## config.mk

```make
export PLATFORM = sky130hd
export DESIGN_NAME = vjs_top
export DESIGN_NICKNAME = d
export VERILOG_FILES = /design/src/design/vjs_pkg.sv /design/src/design/vjs_rec_mem.sv /design/src/design/vjs_top.sv
export SDC_FILE = /design/constraint.sdc
export NUM_CORES = 2
export LEC_CHECK = 0
export BUFFER_PORTS_ARGS = -buffer_cell sky130_fd_sc_hd__buf_4
export CAP_MARGIN = 20
export CORE_ASPECT_RATIO = 0.75
export CORE_MARGIN = 5
export CORE_UTILIZATION = 63
export DETAILED_ROUTE_END_ITERATION = 8
export PLACE_DENSITY_LB_ADDON = 0.3
export SETUP_SLACK_MARGIN = 0.2
export SYNTH_ARGS = -nofsm -noshare
export SYNTH_HDL_FRONTEND = slang
export SYNTH_SLANG_ARGS = --single-unit
```

## constraint.sdc

```tcl
create_clock -name hclk -period 26.9 [get_ports hclk]
set_clock_uncertainty 0.05 [all_clocks]
set_input_delay 5.38 -clock hclk [delete_from_list [all_inputs] [get_ports hclk]]
set_output_delay 5.38 -clock hclk [all_outputs]
set_load 0.1 [all_outputs]
```

## src/design/vjs_pkg.sv

```systemverilog
package vjs_pkg;

  // Clock and timing
  localparam int CLK_KHZ         = 25000;
  localparam int PROG_CYCLE_US   = 1000;
  localparam int PROG_CYCLE_CLKS = PROG_CYCLE_US * CLK_KHZ / 1000;
  localparam int TRIP_HOLD_MS    = 20;
  localparam int ANGLE_SPAN_MS   = 20;
  localparam int TRIP_HOLD_TICKS = TRIP_HOLD_MS * 1000 / PROG_CYCLE_US;
  localparam int SPAN_TICKS      = ANGLE_SPAN_MS * 1000 / PROG_CYCLE_US;
  localparam int NUM_RECORDS     = 12;
  localparam int NUM_CH          = 4;
  localparam int DIV_STEPS       = 24;
  localparam logic [23:0] PU_SCALE = 24'h000064;

  // Register byte offsets
  localparam logic [7:0] OFF_CTRL      = 8'h00;
  localparam logic [7:0] OFF_TRIP_SET  = 8'h04;
  localparam logic [7:0] OFF_ALARM_SET = 8'h08;
  localparam logic [7:0] OFF_UV_LIMIT  = 8'h0C;
  localparam logic [7:0] OFF_MON_SEL   = 8'h10;
  localparam logic [7:0] OFF_STATUS    = 8'h14;
  localparam logic [7:0] OFF_CHG1      = 8'h18;
  localparam logic [7:0] OFF_RATIO1    = 8'h24;
  localparam logic [7:0] OFF_CNT_ALARM = 8'h30;
  localparam logic [7:0] OFF_CNT_TRIP  = 8'h34;
  localparam logic [7:0] OFF_CNT_BLOCK = 8'h38;
  localparam logic [7:0] OFF_REC_INFO  = 8'h3C;
  localparam logic [7:0] OFF_REC_SEL   = 8'h40;
  localparam logic [7:0] OFF_REC_W0    = 8'h44;
  localparam logic [7:0] OFF_REC_W1    = 8'h48;
  localparam logic [7:0] OFF_REC_W2    = 8'h4C;

  // Control register fields
  localparam int CTRL_ALARM_INCL = 0;
  localparam int CTRL_FILT_LSB   = 1;
  localparam int CTRL_FORCE_EN   = 3;
  localparam int CTRL_FORCED_LSB = 4;
  localparam int CTRL_CNT_CLR    = 6;

  // Values after reset
  localparam logic [15:0] RST_TRIP_SET  = 16'h01F4;
  localparam logic [15:0] RST_ALARM_SET = 16'h01F4;
  localparam logic [15:0] RST_UV_LIMIT  = 16'h251C;
  localparam logic [3:0]  RST_MON_SEL   = 4'h7;

  // Event filter settings
  localparam logic [1:0] FILT_ON_ONLY  = 2'h1;
  localparam logic [1:0] FILT_OFF_ONLY = 2'h2;
  localparam logic [5:0] MASK_ON       = 6'h15;
  localparam logic [5:0] MASK_OFF      = 6'h2A;

  typedef enum logic [1:0] {COND_NORMAL, COND_BLOCKED, COND_TRIP, COND_ALARM} vjs_cond_e;
  typedef enum logic [2:0] {EV_BLOCK_ON, EV_BLOCK_OFF, EV_TRIP_ON, EV_TRIP_OFF,
                            EV_ALARM_ON, EV_ALARM_OFF} vjs_event_e;

  // One operation record
  typedef struct packed {
    logic [47:0] stamp;
    logic [2:0]  code;
    logic [1:0]  ftype;
    logic [2:0]  group;
    logic [15:0] trip_diff;
    logic [15:0] alarm_diff;
  } vjs_rec_s;

endpackage : vjs_pkg

```

## src/design/vjs_rec_mem.sv

```systemverilog
`timescale 1ns/100ps
`default_nettype none
module vjs_rec_mem #(
  parameter int WIDTH = 88,
  parameter int DEPTH = 12,
  parameter int AW    = 4
) (
  input  wire logic             hclk,    // System clock
  input  wire logic             hresetn, // Async reset, active low
  input  wire logic             wr_en,   // Write strobe
  input  wire logic [AW-1:0]    wr_addr, // Write slot
  input  wire logic [WIDTH-1:0] wr_data, // Write data
  input  wire logic [AW-1:0]    rd_addr, // Read slot
  output logic      [WIDTH-1:0] rd_data  // Registered read data
);

  typedef struct packed {
    logic [DEPTH-1:0][WIDTH-1:0] mem;
    logic [WIDTH-1:0]            rd;
  } vjs_mem_s;

  vjs_mem_s s_q;
  vjs_mem_s s_d;

  // Write port and registered read
  always_comb begin
    s_d = s_q;
    if (wr_en && (int'(wr_addr) < DEPTH)) begin
      s_d.mem[wr_addr] = wr_data;
    end
    s_d.rd = (int'(rd_addr) < DEPTH) ? s_q.mem[rd_addr] : '0;
  end

  always_ff @(posedge hclk or negedge hresetn) begin
    if (!hresetn) begin
      s_q <= '0;
    end else begin
      s_q <= s_d;
    end
  end

  assign rd_data = s_q.rd;

endmodule : vjs_rec_mem
`default_nettype wire

```

## src/design/vjs_top.sv

```systemverilog
// Summary of operation
// - Stage status is normal, blocked, trip or alarm
// - Report whether monitored channel selection is valid
// - Report angle change over 20 ms, channels 1-3
// - Report voltage to undervoltage limit ratio
// - Sample blocking input once per program cycle
// - Unblocked pick-up asserts trip or alarm
// - Blocked pick-up asserts blocked, nothing else
// - Six events on blocked, trip, alarm edges
// - Filter events: ON only, OFF only, both
// - Every event carries a time stamp
// - Clearable counters of alarm, trip, blocked
// - Twelve records, newest overwrites the oldest
// - Record made only on ON events
// - Record: time, event, fault type, angles, group
// - Stage outputs available for I/O and logic
// - Trip output held 20 ms, then self-releases
// - Undervoltage on monitored channel blocks the stage
// - Alarm generated only when alarm is included
// - Forcing drives status to the forced value
//
// Chosen here: the placing of the registers and register access over AHB-Lite.
`timescale 1ns/100ps
`default_nettype none
module vjs_top #(
  parameter int PROG_CYCLE_CLKS = vjs_pkg::PROG_CYCLE_CLKS
) (
  input  wire logic             hclk,          // System clock, 25 MHz
  input  wire logic             hresetn,       // Async reset, active low
  input  wire logic             hsel,          // Slave select
  input  wire logic [31:0]      haddr,         // Byte address
  input  wire logic             hwrite,        // Write when high
  input  wire logic [1:0]       htrans,        // Transfer type
  input  wire logic [2:0]       hsize,         // Word transfers only
  input  wire logic             hready,        // Bus ready
  input  wire logic [31:0]      hwdata,        // Write data
  output logic      [31:0]      hrdata,        // Read data
  output logic                  hreadyout,     // Slave ready
  output logic                  hresp,         // Always OKAY
  input  wire logic [3:0][15:0] ch_angle,      // Angle per channel, 0.01 deg
  input  wire logic [3:0][15:0] ch_volt,       // Voltage per channel, 0.01 %Un
  input  wire logic             block_in,      // Blocking matrix input
  input  wire logic [47:0]      time_ms,       // Wall time in ms
  input  wire logic [2:0]       setting_group, // Active setting group
  output logic                  trip_out,      // Stage trip
  output logic                  alarm_out,     // Stage alarm
  output logic                  blocked_out,   // Stage blocked
  output logic                  evt_valid,     // Event strobe
  output logic      [2:0]       evt_code,      // Event type
  output logic      [47:0]      evt_stamp      // Event time stamp
);

  localparam int CW  = $clog2(PROG_CYCLE_CLKS + 1);
  localparam int RW  = $bits(vjs_pkg::vjs_rec_s);

  typedef struct packed {
    logic                 alarm_incl;
    logic [1:0]           filt;
    logic                 force_en;
    logic [1:0]           forced;
    logic [15:0]          trip_set;
    logic [15:0]          alarm_set;
    logic [15:0]          uv_lim;
    logic [3:0]           mon;
    logic [3:0]           rec_sel;
    logic                 dph;
    logic                 dwr;
    logic [7:0]           daddr;
    logic                 rdy;
    logic [31:0]          rdata;
    logic [CW-1:0]        pc_cnt;
    logic [4:0]           span_cnt;
    logic                 blk_smp;
    logic [3:0][15:0]     snap;
    logic [3:0][16:0]     chg;
    logic [2:0][15:0]     ratio;
    logic [1:0]           dch;
    logic [4:0]           dcnt;
    logic                 dbusy;
    logic [23:0]          dnum;
    logic [16:0]          drem;
    logic [23:0]          dquo;
    logic                 trip;
    logic                 alarm;
    logic                 blocked;
    logic [4:0]           hold;
    logic [1:0]           cond;
    logic                 sel_ok;
    logic [5:0]           pend;
    logic                 ev_v;
    logic [2:0]           ev_code;
    logic [47:0]          ev_stamp;
    logic [2:0][15:0]     cnt;
    logic [3:0]           wptr;
    logic [3:0]           rcount;
    logic                 rec_we;
    logic [3:0]           rec_wa;
    vjs_pkg::vjs_rec_s    rec;
  } vjs_state_s;

  vjs_state_s        s_q;
  vjs_state_s        s_d;
  vjs_pkg::vjs_rec_s rec_rd;
  logic [RW-1:0]     rec_rd_raw;
  logic              tick;
  logic              pk_trip;
  logic              pk_alarm;
  logic              uv;
  logic              blk;
  logic [16:0]       mag;
  logic [16:0]       max_mag;
  logic [1:0]        max_ch;
  logic [5:0]        new_ev;
  logic [5:0]        ev_mask;
  logic [16:0]       dtry;
  logic [31:0]       rmux;

  // Record store, read data registered
  vjs_rec_mem #(
    .WIDTH (RW),
    .DEPTH (vjs_pkg::NUM_RECORDS),
    .AW    (4)
  ) u_rec_mem (
    .hclk    (hclk),
    .hresetn (hresetn),
    .wr_en   (s_q.rec_we),
    .wr_addr (s_q.rec_wa),
    .wr_data (s_q.rec),
    .rd_addr (s_q.rec_sel),
    .rd_data (rec_rd_raw)
  );

  assign rec_rd = vjs_pkg::vjs_rec_s'(rec_rd_raw);

  // Next-state logic of the whole block
  always_comb begin
    s_d      = s_q;
    tick     = (s_q.pc_cnt == '0);
    pk_trip  = 1'b0;
    pk_alarm = 1'b0;
    uv       = 1'b0;
    mag      = '0;
    max_mag  = '0;
    max_ch   = 2'h0;
    new_ev   = '0;
    ev_mask  = '1;
    dtry     = '0;
    rmux     = '0;

    // Program cycle divider
    s_d.pc_cnt = tick ? CW'(PROG_CYCLE_CLKS - 1) : s_q.pc_cnt - CW'(1);

    // Angle change over one 20 ms span
    if (tick) begin
      s_d.span_cnt = (s_q.span_cnt == '0) ? 5'(vjs_pkg::SPAN_TICKS - 1) : s_q.span_cnt - 5'h01;
    end
    for (int i = 0; i < vjs_pkg::NUM_CH; i++) begin
      if (tick && s_q.span_cnt == '0) begin
        s_d.chg[i]  = {1'b0, ch_angle[i]} - {1'b0, s_q.snap[i]};
        s_d.snap[i] = ch_angle[i];
      end
      mag = s_q.chg[i][16] ? 17'(-s_q.chg[i]) : s_q.chg[i];
      if (s_q.mon[i]) begin
        if (mag >= {1'b0, s_q.trip_set}) pk_trip = 1'b1;
        if (mag >= {1'b0, s_q.alarm_set}) pk_alarm = 1'b1;
        if (ch_volt[i] < s_q.uv_lim) uv = 1'b1;
        if (mag > max_mag) begin
          max_mag = mag;
          max_ch  = 2'(i);
        end
      end
    end

    // Voltage ratio by serial division, one channel after another
    if (s_q.dbusy) begin
      dtry = {s_q.drem[15:0], s_q.dnum[23]};
      s_d.dnum = {s_q.dnum[22:0], 1'b0};
      if (dtry >= {1'b0, s_q.uv_lim}) begin
        s_d.drem = dtry - {1'b0, s_q.uv_lim};
        s_d.dquo = {s_q.dquo[22:0], 1'b1};
      end else begin
        s_d.drem = dtry;
        s_d.dquo = {s_q.dquo[22:0], 1'b0};
      end
      s_d.dcnt = s_q.dcnt - 5'h01;
      if (s_q.dcnt == 5'h01) begin
        s_d.ratio[s_q.dch] = (s_q.uv_lim == '0 || s_d.dquo[23:16] != '0) ? 16'hFFFF : s_d.dquo[15:0];
        s_d.dbusy = (s_q.dch != 2'h2);
        s_d.dch   = s_q.dch + 2'h1;
        s_d.dnum  = {8'h00, ch_volt[s_q.dch + 2'h1]} * vjs_pkg::PU_SCALE;
        s_d.drem  = '0;
        s_d.dquo  = '0;
        s_d.dcnt  = 5'(vjs_pkg::DIV_STEPS);
      end
    end else if (tick) begin
      s_d.dbusy = 1'b1;
      s_d.dch   = 2'h0;
      s_d.dnum  = {8'h00, ch_volt[0]} * vjs_pkg::PU_SCALE;
      s_d.drem  = '0;
      s_d.dquo  = '0;
      s_d.dcnt  = 5'(vjs_pkg::DIV_STEPS);
    end

    // Stage evaluation once per program cycle
    s_d.sel_ok = (s_q.mon != '0);
    pk_alarm   = pk_alarm & s_q.alarm_incl & s_d.sel_ok;
    pk_trip    = pk_trip & s_d.sel_ok;
    if (tick) begin
      s_d.blk_smp = block_in;
      blk         = block_in | uv;
      s_d.blocked = (pk_trip | pk_alarm) & blk;
      s_d.alarm   = pk_alarm & ~blk;
      if (pk_trip && !blk) begin
        s_d.trip = 1'b1;
        s_d.hold = 5'(vjs_pkg::TRIP_HOLD_TICKS - 1);
      end else if (s_q.trip) begin
        if (s_q.hold == '0) s_d.trip = 1'b0;
        else s_d.hold = s_q.hold - 5'h01;
      end
    end else begin
      blk = s_q.blk_smp | uv;
    end

    // Status, forced value when forcing is on
    if (s_q.force_en) s_d.cond = s_q.forced;
    else if (s_d.trip) s_d.cond = vjs_pkg::COND_TRIP;
    else if (s_d.alarm) s_d.cond = vjs_pkg::COND_ALARM;
    else if (s_d.blocked) s_d.cond = vjs_pkg::COND_BLOCKED;
    else s_d.cond = vjs_pkg::COND_NORMAL;

    // Edge events, filtered before queueing
    new_ev = {~s_d.alarm & s_q.alarm, s_d.alarm & ~s_q.alarm,
              ~s_d.trip & s_q.trip, s_d.trip & ~s_q.trip,
              ~s_d.blocked & s_q.blocked, s_d.blocked & ~s_q.blocked};
    if (s_q.filt == vjs_pkg::FILT_ON_ONLY) ev_mask = vjs_pkg::MASK_ON;
    else if (s_q.filt == vjs_pkg::FILT_OFF_ONLY) ev_mask = vjs_pkg::MASK_OFF;

    // Emit one queued event per cycle, lowest code first
    s_d.ev_v = 1'b0;
    for (int i = 5; i >= 0; i--) begin
      if (s_q.pend[i]) s_d.ev_code = 3'(i);
    end
    if (s_q.pend != '0) begin
      s_d.ev_v     = 1'b1;
      s_d.ev_stamp = time_ms;
      s_d.pend[s_d.ev_code] = 1'b0;
    end
    s_d.pend = s_d.pend | (new_ev & ev_mask);

    // Occurrence counters, increment wins over clear
    for (int i = 0; i < 3; i++) begin
      s_d.cnt[i] = s_q.cnt[i] + 16'(new_ev[2 * i]);
    end

    // Operation record on ON edges only
    s_d.rec_we = new_ev[0] | new_ev[2] | new_ev[4];
    s_d.rec_wa = s_q.wptr;
    if (s_d.rec_we) begin
      s_d.rec.stamp      = time_ms;
      s_d.rec.code       = new_ev[2] ? vjs_pkg::EV_TRIP_ON :
                           (new_ev[4] ? vjs_pkg::EV_ALARM_ON : vjs_pkg::EV_BLOCK_ON);
      s_d.rec.ftype      = max_ch;
      s_d.rec.group      = setting_group;
      s_d.rec.trip_diff  = max_mag[15:0];
      s_d.rec.alarm_diff = s_q.alarm_incl ? max_mag[15:0] : '0;
      s_d.wptr = (s_q.wptr == 4'(vjs_pkg::NUM_RECORDS - 1)) ? '0 : s_q.wptr + 4'h1;
      if (s_q.rcount != 4'(vjs_pkg::NUM_RECORDS)) s_d.rcount = s_q.rcount + 4'h1;
    end

    // Register read mux
    unique case (s_q.daddr)
      vjs_pkg::OFF_CTRL:      rmux = {26'h0, s_q.forced, s_q.force_en, s_q.filt, s_q.alarm_incl};
      vjs_pkg::OFF_TRIP_SET:  rmux = {16'h0, s_q.trip_set};
      vjs_pkg::OFF_ALARM_SET: rmux = {16'h0, s_q.alarm_set};
      vjs_pkg::OFF_UV_LIMIT:  rmux = {16'h0, s_q.uv_lim};
      vjs_pkg::OFF_MON_SEL:   rmux = {28'h0, s_q.mon};
      vjs_pkg::OFF_STATUS:    rmux = {25'h0, s_q.blk_smp, s_q.alarm, s_q.trip, s_q.blocked,
                                      s_q.sel_ok, s_q.cond};
      vjs_pkg::OFF_CNT_ALARM: rmux = {16'h0, s_q.cnt[2]};
      vjs_pkg::OFF_CNT_TRIP:  rmux = {16'h0, s_q.cnt[1]};
      vjs_pkg::OFF_CNT_BLOCK: rmux = {16'h0, s_q.cnt[0]};
      vjs_pkg::OFF_REC_INFO:  rmux = {20'h0, s_q.wptr, 4'h0, s_q.rcount};
      vjs_pkg::OFF_REC_SEL:   rmux = {28'h0, s_q.rec_sel};
      vjs_pkg::OFF_REC_W0:    rmux = rec_rd.stamp[31:0];
      vjs_pkg::OFF_REC_W1:    rmux = {5'h0, rec_rd.group, 2'h0, rec_rd.ftype, 1'b0, rec_rd.code,
                                      rec_rd.stamp[47:32]};
      vjs_pkg::OFF_REC_W2:    rmux = {rec_rd.alarm_diff, rec_rd.trip_diff};
      default: begin
        for (int i = 0; i < 3; i++) begin
          if (s_q.daddr == vjs_pkg::OFF_CHG1 + 8'(4 * i)) rmux = {{15{s_q.chg[i][16]}}, s_q.chg[i]};
          if (s_q.daddr == vjs_pkg::OFF_RATIO1 + 8'(4 * i)) rmux = {16'h0, s_q.ratio[i]};
        end
      end
    endcase

    // Bus slave: one wait state, access in first data cycle
    if (s_q.dph) begin
      s_d.dph = 1'b0;
      s_d.rdy = 1'b1;
      if (s_q.dwr) begin
        unique case (s_q.daddr)
          vjs_pkg::OFF_CTRL: begin
            s_d.alarm_incl = hwdata[vjs_pkg::CTRL_ALARM_INCL];
            s_d.filt       = hwdata[vjs_pkg::CTRL_FILT_LSB +: 2];
            s_d.force_en   = hwdata[vjs_pkg::CTRL_FORCE_EN];
            s_d.forced     = hwdata[vjs_pkg::CTRL_FORCED_LSB +: 2];
            if (hwdata[vjs_pkg::CTRL_CNT_CLR]) begin
              for (int i = 0; i < 3; i++) s_d.cnt[i] = 16'(new_ev[2 * i]);
            end
          end
          vjs_pkg::OFF_TRIP_SET:  s_d.trip_set  = hwdata[15:0];
          vjs_pkg::OFF_ALARM_SET: s_d.alarm_set = hwdata[15:0];
          vjs_pkg::OFF_UV_LIMIT:  s_d.uv_lim    = hwdata[15:0];
          vjs_pkg::OFF_MON_SEL:   s_d.mon       = hwdata[3:0];
          vjs_pkg::OFF_REC_SEL:   s_d.rec_sel   = hwdata[3:0];
          default: ;
        endcase
      end else begin
        s_d.rdata = rmux;
      end
    end else if (hsel && htrans[1] && hready) begin
      s_d.dph   = 1'b1;
      s_d.rdy   = 1'b0;
      s_d.dwr   = hwrite;
      s_d.daddr = (haddr[31:8] == '0 && haddr[1:0] == 2'h0) ? haddr[7:0] : 8'hFF;
    end
  end

  // State register
  always_ff @(posedge hclk or negedge hresetn) begin
    if (!hresetn) begin
      s_q           <= '0;
      s_q.trip_set  <= vjs_pkg::RST_TRIP_SET;
      s_q.alarm_set <= vjs_pkg::RST_ALARM_SET;
      s_q.uv_lim    <= vjs_pkg::RST_UV_LIMIT;
      s_q.mon       <= vjs_pkg::RST_MON_SEL;
      s_q.rdy       <= 1'b1;
    end else begin
      s_q <= s_d;
    end
  end

  // Outputs straight from state
  assign hrdata      = s_q.rdata;
  assign hreadyout   = s_q.rdy;
  assign hresp       = s_q.dwr & 1'b0;
  assign trip_out    = s_q.trip;
  assign alarm_out   = s_q.alarm;
  assign blocked_out = s_q.blocked;
  assign evt_valid   = s_q.ev_v;
  assign evt_code    = s_q.ev_code;
  assign evt_stamp   = s_q.ev_stamp;

endmodule : vjs_top
`default_nettype wire

```

==> results.txt <==
----------------------------------------------------
[CTS]
  Clock tree from TritonCTS ... done
  Total clock buffers created by CTS ... 163
  Maximum number of buffers from clock root to sink ... 3
  Number of H-tree branching levels ... 4
  Clock insertion delay at the later pin of the skew report ... 810 ps
  Cts hold-fix bufs ... 0
  CTS Sinks ... 1724
  Clock transition at path regs ... 60 ps
  CTS Root Cell ... sky130_fd_sc_hd__clkbuf_16
  Post-cts resize count ... 0
  Post-CTS repair timing setup buffer count ... 0

[STA]
  Max-slew violations ... 0
  Setup repair after global routing missed its margin ... no
  Number of endpoints with negative hold slack in the final report ... 0
  Normalized max-slew margin ... 0.165
  Slew @ Worst Pin ... 1240 ps
  Sum of negative setup slack ... 0 ps
  Worst Hold Margin ... 413 ps
  Fin crit share ... 0.437
  Achievable frequency ... 85.0 MHz
  Fin crit period ... 11760 ps
  Worst-case setup margin in the final layout ... 15140 ps
  Number of setup violations in the final report ... 0

[Setup path]
  Worst reg2reg path endpoint ... s_q[7]
  Reg-to-reg slack, setup ... 15140 ps
  Reg-to-reg startpoint ... s_q[339]
  Slowest cell on the critical path ... sky130_fd_sc_hd__a21oi_1
  Crit-path max FO ... 23
  Buffers and inverters on the worst path ... 3
  Kind of cell adding the most delay to the critical path ... compound AO/OA/AOI/OAI gates
  Worst r2r path cells ... 35
  Worst Path Class, Setup ... reg -> reg
  Kind of launch point of the worst setup path ... register
  Cell with the most instances on the worst path ... sky130_fd_sc_hd__ha_1
  Type of element capturing the critical path ... register
  Arrival time of data at the critical path endpoint ... 12400 ps
  Highest cell delay on the worst timing path ... 930 ps
  Required time of the critical path ... 27540 ps

[Global route]
  Initial antenna violation count ... 16
  Vias in the first global route ... 62526
  First-pass GRT wire length ... 381 mm
  Total global routing track utilization ... 0.331
  Pin count of the biggest net entering global routing ... 172
  Total grt overflow ... 0

[Route]
  Number of DRC violations after detailed routing ... 27
  Average detailed-routed wire length per instance ... 26.3 um
  Number of vias after detailed routing ... 61822
  Initial DRC count ... 6542
  Number of routed nets with antenna violations ... 0
  Total routed wirelength ... 247 mm
  Vias per Instance ... 6.56
  Pre-antenna DRT Iters ... 9

[Cells and area]
  Final std cell area, no fill ... 98100 sq um
  Share of layout cells above drive strength 1 ... 0.286
  Growth of design area from synthesis to finish ... 10.2%
  Leading cell types in the layout, fill and taps excluded ... sky130_fd_sc_hd__dfrtp_1, sky130_fd_sc_hd__mux2_2, sky130_fd_sc_hd__nand2_1
  Number of filler cells placed in the layout ... 9625
  Leading cell type in the layout, fill and taps excluded ... sky130_fd_sc_hd__dfrtp_1
  Layout net count ... 8145

[Logic synthesis]
  Mean instance size in the synthesized netlist ... 12.1 sq um
  Async set-reset flop share out of synthesis ... 1.00
  Number of distinct library cells after synthesis ... 92
  Post-synth EDFFs ... 0
  Cells after synthesis ... 7339
  Syn nets ... 8064
  Synthesized area ... 89000 sq um
  Sequential share of the synthesized area ... 0.485
  Warning count from the yosys run ... 0
  Synth Register Bits ... 1724
  Main flop type after synthesis ... sky130_fd_sc_hd__dfrtp_1

[Min path]
  Worst hold start ... s_q[477]
  Worst Hold Class ... reg -> reg
  Hold EP ... s_q[477]
  Hold Path Cell Cnt ... 1

[Floorplan]
  Area enclosed by the die boundary ... 149000 sq um
  Die height ... 336 um
  Die X ... 444 um
  Number of core rows ... 119
  Initial core utilization ... 0.634
  Number of top-level pins ... 343
  Placeable core region ... 140000 sq um

[Outcome]
  Failing checks ... DRC
  Outcome ... finished with violations

[Placement]
  Post-Place Worst Slack ... 15660 ps
  Post-DP HPWL ... 164 mm
  Number of buffers inserted by port buffering ... 321
  Post-Place Cell Area ... 92500 sq um
  Final weighted congestion in routability-driven placement ... 1.01

[Power and ir drop]
  Combinational share of power ... 0.182
  Sw power ... 1.95 mW
  Switching share of total power ... 0.307
  P_int ... 4.40 mW
  Proportion of power drawn by the clock network ... 0.372
  Total power after layout ... 6.34 mW
  Peak supply drop ... 0.0815 mV
  Power density over the cells ... 64.7 nW/um^2
  Leak pwr ... 46.9 nW
  Sequential share of power ... 0.446

[Run]
  Number of maximum-capacitance constraint violations ... 0

----------------------------------------------------
-- synth_stat cells, types with 16 or more instances --
| cell type | count | share of area |
|---|---|---|
| sky130_fd_sc_hd__dfstp_2 | 22 | 0.0065 |
| sky130_fd_sc_hd__nand3_1 | 99 | 0.0056 |
| sky130_fd_sc_hd__a22o_1 | 31 | 0.0031 |
| sky130_fd_sc_hd__nor2_1 | 294 | 0.012 |
| sky130_fd_sc_hd__a31oi_1 | 51 | 0.0036 |
| sky130_fd_sc_hd__clkbuf_1 | 365 | 0.015 |
| sky130_fd_sc_hd__nor4_1 | 38 | 0.0027 |
| sky130_fd_sc_hd__and3_1 | 32 | 0.0022 |
| sky130_fd_sc_hd__nand2_1 | 549 | 0.023 |
| sky130_fd_sc_hd__o31ai_1 | 40 | 0.0034 |
| sky130_fd_sc_hd__mux2_2 | 1108 | 0.14 |
| sky130_fd_sc_hd__nand4_1 | 49 | 0.0034 |
| sky130_fd_sc_hd__mux2_1 | 74 | 0.0094 |
| sky130_fd_sc_hd__inv_1 | 321 | 0.014 |
| sky130_fd_sc_hd__buf_4 | 85 | 0.0072 |
| sky130_fd_sc_hd__or3_1 | 33 | 0.0023 |
| sky130_fd_sc_hd__nor3_1 | 74 | 0.0042 |
| sky130_fd_sc_hd__a2111oi_0 | 18 | 0.0018 |
| sky130_fd_sc_hd__buf_1 | 61 | 0.0026 |
| sky130_fd_sc_hd__nor2b_1 | 54 | 0.0038 |
| sky130_fd_sc_hd__xnor2_1 | 105 | 0.010 |
| sky130_fd_sc_hd__o21ai_0 | 430 | 0.024 |
| sky130_fd_sc_hd__ha_1 | 444 | 0.062 |
| sky130_fd_sc_hd__dfrtp_1 | 1702 | 0.48 |
| sky130_fd_sc_hd__a21o_1 | 44 | 0.0037 |
| sky130_fd_sc_hd__o21a_1 | 27 | 0.0023 |
| sky130_fd_sc_hd__fa_1 | 27 | 0.0061 |
| sky130_fd_sc_hd__mux2i_1 | 124 | 0.014 |
| sky130_fd_sc_hd__a21oi_1 | 218 | 0.012 |
| sky130_fd_sc_hd__a211oi_1 | 40 | 0.0034 |
| sky130_fd_sc_hd__mux4_2 | 277 | 0.070 |
| sky130_fd_sc_hd__a22oi_1 | 95 | 0.0080 |
| sky130_fd_sc_hd__o211ai_1 | 16 | 0.0013 |
| sky130_fd_sc_hd__nand2b_1 | 28 | 0.0020 |
| sky130_fd_sc_hd__o41ai_1 | 25 | 0.0025 |
| sky130_fd_sc_hd__and2_1 | 27 | 0.0019 |
| sky130_fd_sc_hd__xor2_1 | 77 | 0.0076 |
-- worst max path at each step --
stage	start	to	slack [ps]	depth (start not counted)
after floorplan	ch_volt[35]	s_q[281]	17850	16
after global placement	s_q[339]	s_q[7]	15750	36
after detailed placement	s_q[339]	s_q[7]	15660	36
after CTS	s_q[339]	s_q[7]	15620	36
after global routing	s_q[339]	s_q[7]	14690	36
final	s_q[339]	s_q[7]	15140	35
-- state kept, by name (all words and copies together), names as in the netlist --
name,flops
alarm_out,1
blocked_out,1
evt_code,3
evt_stamp,48
evt_valid,1
hrdata,32
hreadyout,1
s_d,4
s_q,501
trip_out,1
u_rec_mem.rd_data,87
u_rec_mem.s_q,1044
-- kinds of logic (layout without fill, tap and decap cells) --
kind of cell / count (synthesis) / count (layout) / share of synthesized area
other: 1 / 10 / 0.0000421
adder cells (fa/ha/maj): 471 / 471 / 0.0685
buffers and inverters: 846 / 1044 / 0.0402
XOR/XNOR: 182 / 182 / 0.0179
AND/OR/NAND/NOR: 1344 / 1344 / 0.0702
AO/OA/AOI/OAI: 1188 / 1188 / 0.0847
multiplexers: 1583 / 1583 / 0.234
flip-flops: 1724 / 1724 / 0.485
-- layout make-up --
type	count	area, sq um	area share
diodes	9	22.5	0.000230
clock buffers	235	4710	0.0480
clock inverters	47	699	0.00713
inverters	322	1210	0.0123
multi-input cells	4769	42500	0.433
flip-flops and latches	1724	43200	0.440
well taps	1875	2350	0.0239
repair buffers	440	3510	0.0358
-- worst register-to-register path, delay by kind of cell (launching register included) --
family          cells  cell delay, ps
mux                 2             940
simple gates       11            2330
compound gates     14            5440
flops               1             510
xor+xnor            1             450
buf+inv             3             700
fa+ha+maj           4            1200
-- per-layer routing --
| layer | GRT usage | wire, um |
|---|---|---|
| met1 | 0.468 | 103000 |
| met2 | 0.509 | 113000 |
| met3 | 0.0743 | 22200 |
| met4 | 0.122 | 9300 |
| met5 | 0.00476 | 68 |
-- power by group through the flow --
| stage | registers [mW] | clock network, mW | logic, mW |
|---|---|---|---|
| finish | 2.83 | 2.36 | 1.15 |
| global route | 2.84 | 2.50 | 1.24 |
| CTS | 2.82 | 2.39 | 1.15 |
| detailed placement | 2.87 | 0 | 1.15 |
| global placement | 2.86 | 0 | 1.12 |
| floorplan | 2.81 | 0 | 0.918 |
-- metrics by stage --
step,utilization,std cells
2_1_floorplan,-,7339
3_3_place_gp,0.658,9119
3_5_place_dp,0.659,9120
4_1_cts,0.697,9402
5_1_grt,0.699,9419
6_report,0.699,9421
Note: power is estimated with default switching activity, not from simulation.
